## config.mk

```make
export PLATFORM = sky130hd
export DESIGN_NAME = sqs_top
export DESIGN_NICKNAME = d
export VERILOG_FILES = /design/src/sqs_pkg.sv /design/src/sqs_slot.sv /design/src/sqs_top.sv
export SDC_FILE = /design/constraint.sdc
export NUM_CORES = 1
export LEC_CHECK = 0
export BUFFER_PORTS_ARGS = -buffer_cell sky130_fd_sc_hd__buf_2
export CAP_MARGIN = 10
export CELL_PAD_IN_SITES_DETAIL_PLACEMENT = 0
export CELL_PAD_IN_SITES_GLOBAL_PLACEMENT = 2
export CORE_MARGIN = 2
export CORE_UTILIZATION = 33
export CTS_CLUSTER_DIAMETER = 50
export CTS_CLUSTER_SIZE = 25
export DETAILED_ROUTE_END_ITERATION = 12
export GPL_TIMING_DRIVEN = 0
export PLACE_DENSITY = 0.91
export SLEW_MARGIN = 10
export SYNTH_ARGS = -nofsm -noshare
export SYNTH_HDL_FRONTEND = slang
export SYNTH_SLANG_ARGS = --single-unit
```

## constraint.sdc

```tcl
create_clock -name hclk -period 2 [get_ports hclk]
set_input_delay 0.2 -clock hclk [delete_from_list [all_inputs] [get_ports hclk]]
set_output_delay 0.2 -clock hclk [all_outputs]
set_load 0.02 [all_outputs]
```

## src/sqs_pkg.sv

```systemverilog
// Functional notes
// - Bit 15 selects direction: 1 writes the entry, 0 reads it.
// - Bits 14 to 9 hold the entry's own address, which must match.
// - Return bit 8 at 0 moves the sequencer on after the conversion.
// - Return bit 8 at 1 sends the sequencer back to the first entry.
// - Bits 7 to 4 choose the converter B input channel for the step.
// - Bits 3 to 0 choose the converter A input channel for the step.
// - Entry fourteen resets to 0x5c00, self address 101110b, rest zero.
// - Entry fifteen resets to 0x5e00, self address 101111b, rest zero.
// - Entry thirteen resets to 0x5a00, self address 101101b, rest zero.
//
// Purpose: constants for the sequencer stack slots thirteen to fifteen
// Assumes: 32-bit AHB-Lite word registers
// Notes:   Entry offsets are register indices; byte address is four times
package sqs_pkg;
  localparam int          NUM_SLOTS     = 3;
  localparam logic [7:0]  IDX_SLOT_13   = 8'h2d;
  localparam logic [7:0]  IDX_SLOT_14   = 8'h2e;
  localparam logic [7:0]  IDX_SLOT_15   = 8'h2f;
  localparam logic [7:0]  ADDR_CTRL     = 8'h00;
  localparam logic [7:0]  ADDR_STATUS   = 8'h04;
  localparam logic [15:0] RST_SLOT_13   = 16'h5a00;
  localparam logic [15:0] RST_SLOT_14   = 16'h5c00;
  localparam logic [15:0] RST_SLOT_15   = 16'h5e00;
  localparam logic [5:0]  SELF_13       = 6'h2d;
  localparam logic [5:0]  SELF_14       = 6'h2e;
  localparam logic [5:0]  SELF_15       = 6'h2f;
  localparam int          BIT_DIR       = 15;
  localparam int          SELF_HI       = 14;
  localparam int          SELF_LO       = 9;
  localparam int          BIT_RET       = 8;
  localparam int          CHB_HI        = 7;
  localparam int          CHB_LO        = 4;
  localparam int          CHA_HI        = 3;
  localparam int          CHA_LO        = 0;
  localparam int          CTRL_RUN      = 0;
  localparam int          STAT_SLOT_LO  = 8;
  localparam logic [1:0]  SLOT_FIRST    = 2'h0;
  localparam logic [1:0]  SLOT_LAST     = 2'h2;
  localparam logic [1:0]  HTRANS_NONSEQ = 2'h2;
  localparam logic [1:0]  HTRANS_SEQ    = 2'h3;
endpackage

```

## src/sqs_slot.sv

```systemverilog
// Purpose: one sequencer stack entry
// Assumes: write strobe already decoded for this entry
// Notes:   Accesses with wrong self address or read direction leave it alone
module sqs_slot #(
  parameter logic [15:0] RST_VAL = 16'h0000,
  parameter logic [5:0]  SELF    = 6'h00
) (
  // Clock and reset
  input  wire logic        hclk,
  input  wire logic        hresetn,
  // Write side
  input  wire logic        wr_en,
  input  wire logic [15:0] wdata,
  // Contents
  output logic      [15:0] value
);
  logic [15:0] value_ff;
  logic        accept;

  assign accept = wr_en && wdata[sqs_pkg::BIT_DIR]
                  && (wdata[sqs_pkg::SELF_HI:sqs_pkg::SELF_LO] == SELF);

  always_ff @(posedge hclk or negedge hresetn) begin
    if (!hresetn) begin
      value_ff <= RST_VAL;
    end else if (accept) begin
      value_ff <= wdata;
    end
  end

  assign value = value_ff;
endmodule

```

## src/sqs_top.sv

```systemverilog
// Purpose: AHB-Lite bank of stack entries thirteen to fifteen and stepper
// Assumes: conv_done is a one-cycle pulse at the end of each conversion
// Notes:   Zero wait states; response is always OKAY
//
// Added by the designer: register access over AHB-Lite.
module sqs_top (
  // Clock and reset
  input  wire logic        hclk,
  input  wire logic        hresetn,
  // AHB-Lite slave
  input  wire logic        hsel,
  input  wire logic [31:0] haddr,
  input  wire logic [1:0]  htrans,
  input  wire logic        hwrite,
  input  wire logic [2:0]  hsize,
  input  wire logic        hready,
  input  wire logic [31:0] hwdata,
  output logic      [31:0] hrdata,
  output logic             hreadyout,
  output logic             hresp,
  // Converter side
  input  wire logic        conv_done,
  output logic      [3:0]  converter_a_channel_select,
  output logic      [3:0]  converter_b_channel_select,
  output logic      [1:0]  active_slot
);
  logic [15:0] slot_val [sqs_pkg::NUM_SLOTS];
  logic [sqs_pkg::NUM_SLOTS-1:0] slot_we;
  logic        wr_pend_ff;
  logic [7:0]  wr_addr_ff;
  logic [31:0] hrdata_ff;
  logic        run_ff;
  logic [1:0]  slot_ff;
  logic [3:0]  cha_ff;
  logic [3:0]  chb_ff;
  logic        addr_phase;
  logic [7:0]  a_lo;
  logic [31:0] rd_mux;
  logic [15:0] cur_val;
  logic        step;
  logic [1:0]  nxt_slot;
  logic        ctrl_we;

  localparam logic [7:0]  ADDR_13 = {sqs_pkg::IDX_SLOT_13[5:0], 2'b00};
  localparam logic [7:0]  ADDR_14 = {sqs_pkg::IDX_SLOT_14[5:0], 2'b00};
  localparam logic [7:0]  ADDR_15 = {sqs_pkg::IDX_SLOT_15[5:0], 2'b00};
  localparam logic [15:0] RSTS [sqs_pkg::NUM_SLOTS] = '{
    sqs_pkg::RST_SLOT_13, sqs_pkg::RST_SLOT_14, sqs_pkg::RST_SLOT_15};
  localparam logic [5:0]  SELFS [sqs_pkg::NUM_SLOTS] = '{
    sqs_pkg::SELF_13, sqs_pkg::SELF_14, sqs_pkg::SELF_15};
  localparam logic [7:0]  ADDRS [sqs_pkg::NUM_SLOTS] = '{
    ADDR_13, ADDR_14, ADDR_15};

  // Address phase decode; upper address bits must be zero to hit
  assign addr_phase = hsel && hready && htrans[1];
  assign a_lo       = haddr[7:0];

  genvar g;
  generate
    for (g = 0; g < sqs_pkg::NUM_SLOTS; g++) begin : g_slot
      assign slot_we[g] = wr_pend_ff && (wr_addr_ff == ADDRS[g]);
      sqs_slot #(
        .RST_VAL (RSTS[g]),
        .SELF    (SELFS[g])
      ) u_slot (
        .hclk    (hclk),
        .hresetn (hresetn),
        .wr_en   (slot_we[g]),
        .wdata   (hwdata[15:0]),
        .value   (slot_val[g])
      );
    end
  endgenerate

  assign ctrl_we = wr_pend_ff && (wr_addr_ff == sqs_pkg::ADDR_CTRL);

  // Narrow entries read in the low half, upper bits zero
  assign rd_mux =
    (a_lo == ADDR_13) ? {16'h0000, slot_val[0]} :
    (a_lo == ADDR_14) ? {16'h0000, slot_val[1]} :
    (a_lo == ADDR_15) ? {16'h0000, slot_val[2]} :
    (a_lo == sqs_pkg::ADDR_CTRL) ? {31'h00000000, run_ff} :
    (a_lo == sqs_pkg::ADDR_STATUS) ?
      {22'h000000, slot_ff, chb_ff, cha_ff} : 32'h00000000;

  always_ff @(posedge hclk or negedge hresetn) begin
    if (!hresetn) begin
      wr_pend_ff <= 1'b0;
      wr_addr_ff <= 8'h00;
      hrdata_ff  <= 32'h00000000;
    end else begin
      wr_pend_ff <= addr_phase && hwrite && (haddr[31:8] == 24'h000000);
      wr_addr_ff <= a_lo;
      if (addr_phase && !hwrite) begin
        hrdata_ff <= (haddr[31:8] == 24'h000000) ? rd_mux : 32'h00000000;
      end
    end
  end

  always_ff @(posedge hclk or negedge hresetn) begin
    if (!hresetn) begin
      run_ff <= 1'b0;
    end else if (ctrl_we) begin
      run_ff <= hwdata[sqs_pkg::CTRL_RUN];
    end
  end

  // Stepper: past the last entry here it wraps to the first
  assign cur_val = (slot_ff == 2'h1) ? slot_val[1] :
                   (slot_ff == 2'h2) ? slot_val[2] : slot_val[0];
  assign step    = run_ff && conv_done;
  assign nxt_slot =
    !run_ff ? sqs_pkg::SLOT_FIRST :
    !step ? slot_ff :
    cur_val[sqs_pkg::BIT_RET] ? sqs_pkg::SLOT_FIRST :
    (slot_ff == sqs_pkg::SLOT_LAST) ? sqs_pkg::SLOT_FIRST :
    slot_ff + 2'h1;

  always_ff @(posedge hclk or negedge hresetn) begin
    if (!hresetn) begin
      slot_ff <= 2'h0;
      cha_ff  <= 4'h0;
      chb_ff  <= 4'h0;
    end else begin
      slot_ff <= nxt_slot;
      // One edge for both, so the converters never see a mixed pair
      cha_ff  <= cur_val[sqs_pkg::CHA_HI:sqs_pkg::CHA_LO];
      chb_ff  <= cur_val[sqs_pkg::CHB_HI:sqs_pkg::CHB_LO];
    end
  end

  assign hrdata                     = hrdata_ff;
  assign hreadyout                  = 1'b1;
  assign hresp                      = 1'b0;
  assign converter_a_channel_select = cha_ff;
  assign converter_b_channel_select = chb_ff;
  assign active_slot                = slot_ff;
endmodule

```

==> impl_results.md <==
* Crit path kind: flop to flop
* CTS sink count at 84
* Num CTS Buffers at 9
* Share of layout cells above drive strength 1 at 38.8%
* Buffers on Ports at 80
* Min-Delay Path Depth at 1
* Drt wl/cell at 17.9 µm
* Seq cells post-synth at between 80 and 90
* Final design utilization at a little over two fifths
* Status: completed
* Ranking of synthesized cells by area: dfrtp_1 44%, dfstp_2 8.4%, mux2_2 5.3%, buf_4 3.3%, mux2_4 3.3%
* First-pass GRT wire length at 17300 µm
* Final setup skew at 0.00838 ns
* Max Cap Violations at 0
* CTS tree: done
* Final setup vio count at 0
* GR Util All Layers at 17.4%
* Combinational Power Share at 7.2%
* Crit share post-route at 94.6%
* DR vias at 3161
* Largest net degree at the start of global routing at 44
* Syn avg cell area at 11.7 µm²
* Synth cell types at 51
* IO Pins at approximately 120
* DRC Markers at 0
* Least-Margin Pin Slew at 0.655 ns
* Final Hold Vio Count at 0
* Vias per inst at approximately 5.1
* VDD IR max at 0.000358 V
* Final nets at approximately 540
* Synth-to-layout area growth at 26.2%
* Largest family of logic cells by synthesized area: simple AND/OR/NAND/NOR gates
* Mux contribution to synthesized area at 10.8%
* Most frequent cells in the layout: 84 x buf_2, 71 x dfrtp_1, 25 x buf_4, 21 x nand2_1
* P_int at 2.69 mW
* Antenna fix cells at 0
* Commonest non-fill, non-tap cell in the layout: buf_2
* Synth top area share at 43.6%
* Simple-Gate Fraction of Synth Area at 18.7%
* Critical path's slowest cell: or4b_4
* Hpwl dp at 7620 µm
* Critical path data required time at 2.22 ns
* XOR/XNOR share of the synthesized area at 0%
* Core region area at 12000 µm²
* RD Place Congestion at 0.821
* Fmax at 528 MHz
* P per Cell Area at 690 nW/µm²
* RSZ-0062 raised after global routing: false
* Clk root buf: clkbuf_16
* Post-synthesis cell area at 4070 µm²
* Worst Path Arrival at between 2 and 2.5 ns
* Initial antenna violation count at 0
* Sw Ratio at 24.2%
* Crit-path cells: or4b_4 -> nor2_4 -> nand4_4 -> buf_6 -> mux2_4
* Clock network power share at about 44%
* Die area at 13200 µm²
* Cell depth of the worst setup path at 5
* Synth Area in Compound Gates at 12.1%
* Worst slack at placement at -0.183 ns
* Final slew viol count at 0
* Final wirelength at 11100 µm
* Clock latency on the worst-skew pair at 0.34 ns
* Sw Pwr at 0.858 mW
* Reg2Reg Depth at 5
* HP Class: input pin to flop
* Grt ovf at 0
* Die height at about 120 µm
* CP endpoint kind: flop
* Yosys warning total at 0
* Starting Density at between 30% and 40%
* H-tree depth at 3
* Setup WS post-layout at 0.108 ns
* Post-route ant nets at 0
* Number of synthesized flops with an enable pin at 0
* Sequential power share at 48.3%
* Post-synth ARST share at 100%
* WP buf/inv at 1
* Pre-antenna DRT Iters at 4
* Post-synthesis cell count at 347
* Worst rel slew slack at 56.3%
* Worst-path clk slew at 0.06 ns
* DIE WIDTH at between 100 and 150 µm
* FP Rows at 40
* Final min period at ~1.9 ns
* CP max FO at 10
* Largest stage delay on the critical path at around 0.58 ns
* CTS Buffer Depth at 2
* Delay-heaviest family, CP: simple AND/OR/NAND/NOR gates
* Ys flop type: dfrtp_1
* Vias in the first global route at 3131
* Static leakage at approximately 2.5 nW
* Post-synthesis sequential area ratio at between 50% and 60%
* Startpoint Class: flop
* 1st-iter DRT viols at between 150 and 200
* Area leader, netlist: dfrtp_1
* Adder-cell share of the synthesized area at 0%
-- registers in the layout, summed over array words and instances (netlist names) --
register	count
g_slot.u_slot.value	48
hrdata	16
wr_addr_ff	8
converter_a_channel_select	4
converter_b_channel_select	4
active_slot	2
run_ff	1
wr_pend_ff	1
-- cells in the mapped netlist (all sizes together), types with 5 or more instances --
cell / count
buf: 27
nand3b: 5
nor2b: 10
nor2: 17
clkbuf: 13
a221oi: 5
o41ai: 12
nand2: 21
nand2b: 19
or4: 10
nor3: 5
dfstp: 13
and2: 5
a211oi: 12
a32oi: 6
dfrtp: 71
or2b: 8
mux2i: 9
mux2: 28
a21oi: 8
-- area by class of cell --
type / count / area (µm²)
Clock buffer: 11 / 243
Sequential cell: 84 / 2120
Tap cell: 147 / 184
Inverter: 1 / 3.75
Timing Repair Buffer: 94 / 538
Clock inverter: 5 / 36.3
Buffer: 39 / 244
Multi-Input combinational cell: 238 / 1770
Fill cell: 1132 / 6870
-- layer usage --
layer | GRT usage [%] | vias to the layer above | wire [µm]
li1 | - | 1479 | -
met1 | 23.2 | 1565 | 4940
met2 | 28.4 | 105 | 5210
met3 | 3.85 | 12 | 800
met4 | 5.38 | 0 | 141
met5 | 0 | - | 0
-- repair_timing --
action,CTS,global route
hold buffers,7,0
endpoints found under the hold margin,35,0
setup endpoints to repair,9,8
pin swaps,2,0
gates resized for setup,1,2
setup buffers,3,3
-- kinds of logic after synthesis --
logic type,Yosys count
flip-flops,84
AND/OR/NAND/NOR,118
buffers and inverters,41
multiplexers,37
AO/OA/AOI/OAI,65
other,2
-- stage by stage --
stage               cells  TNS, ns  hold slack, ns  power (mW)  instance area (µm²)
floorplan             363        0         -0.0956        1.86                 4130
global placement      590   -0.840           0.342        1.98                 4720
detailed placement    591    -1.27           0.218        1.99                 4740
CTS                   617        0         0.00189        3.56                 5120
global route          619        0        0.000902        3.67                 5140
finish                619        0         0.00450        3.55                 5140
-- power groups by stage --
stage	Combinational [mW]	Clock, mW	Sequential [mW]
3_5_place_dp	0.245	0	1.74
5_1_grt	0.284	1.67	1.71
3_3_place_gp	0.235	0	1.74
6_report	0.256	1.58	1.71
4_1_cts	0.257	1.59	1.71
2_1_floorplan	0.116	0	1.74
-- path summary, 6_finish.rpt --
check	to	start	slack (ns)
max	g_slot[2].u_slot.value[7]	wr_addr_ff[1]	0.11
min	wr_addr_ff[2]	haddr[2]	0.005
max reg2reg	g_slot[2].u_slot.value[7]	wr_addr_ff[1]	0.11
min reg2reg	g_slot[0].u_slot.value[15]	g_slot[0].u_slot.value[15]	0.46
max in group asynchronous	g_slot[0].u_slot.value[12]	hresetn	0.95
min in group asynchronous	g_slot[0].u_slot.value[4]	hresetn	0.37
(Power assumes the default switching activity.)
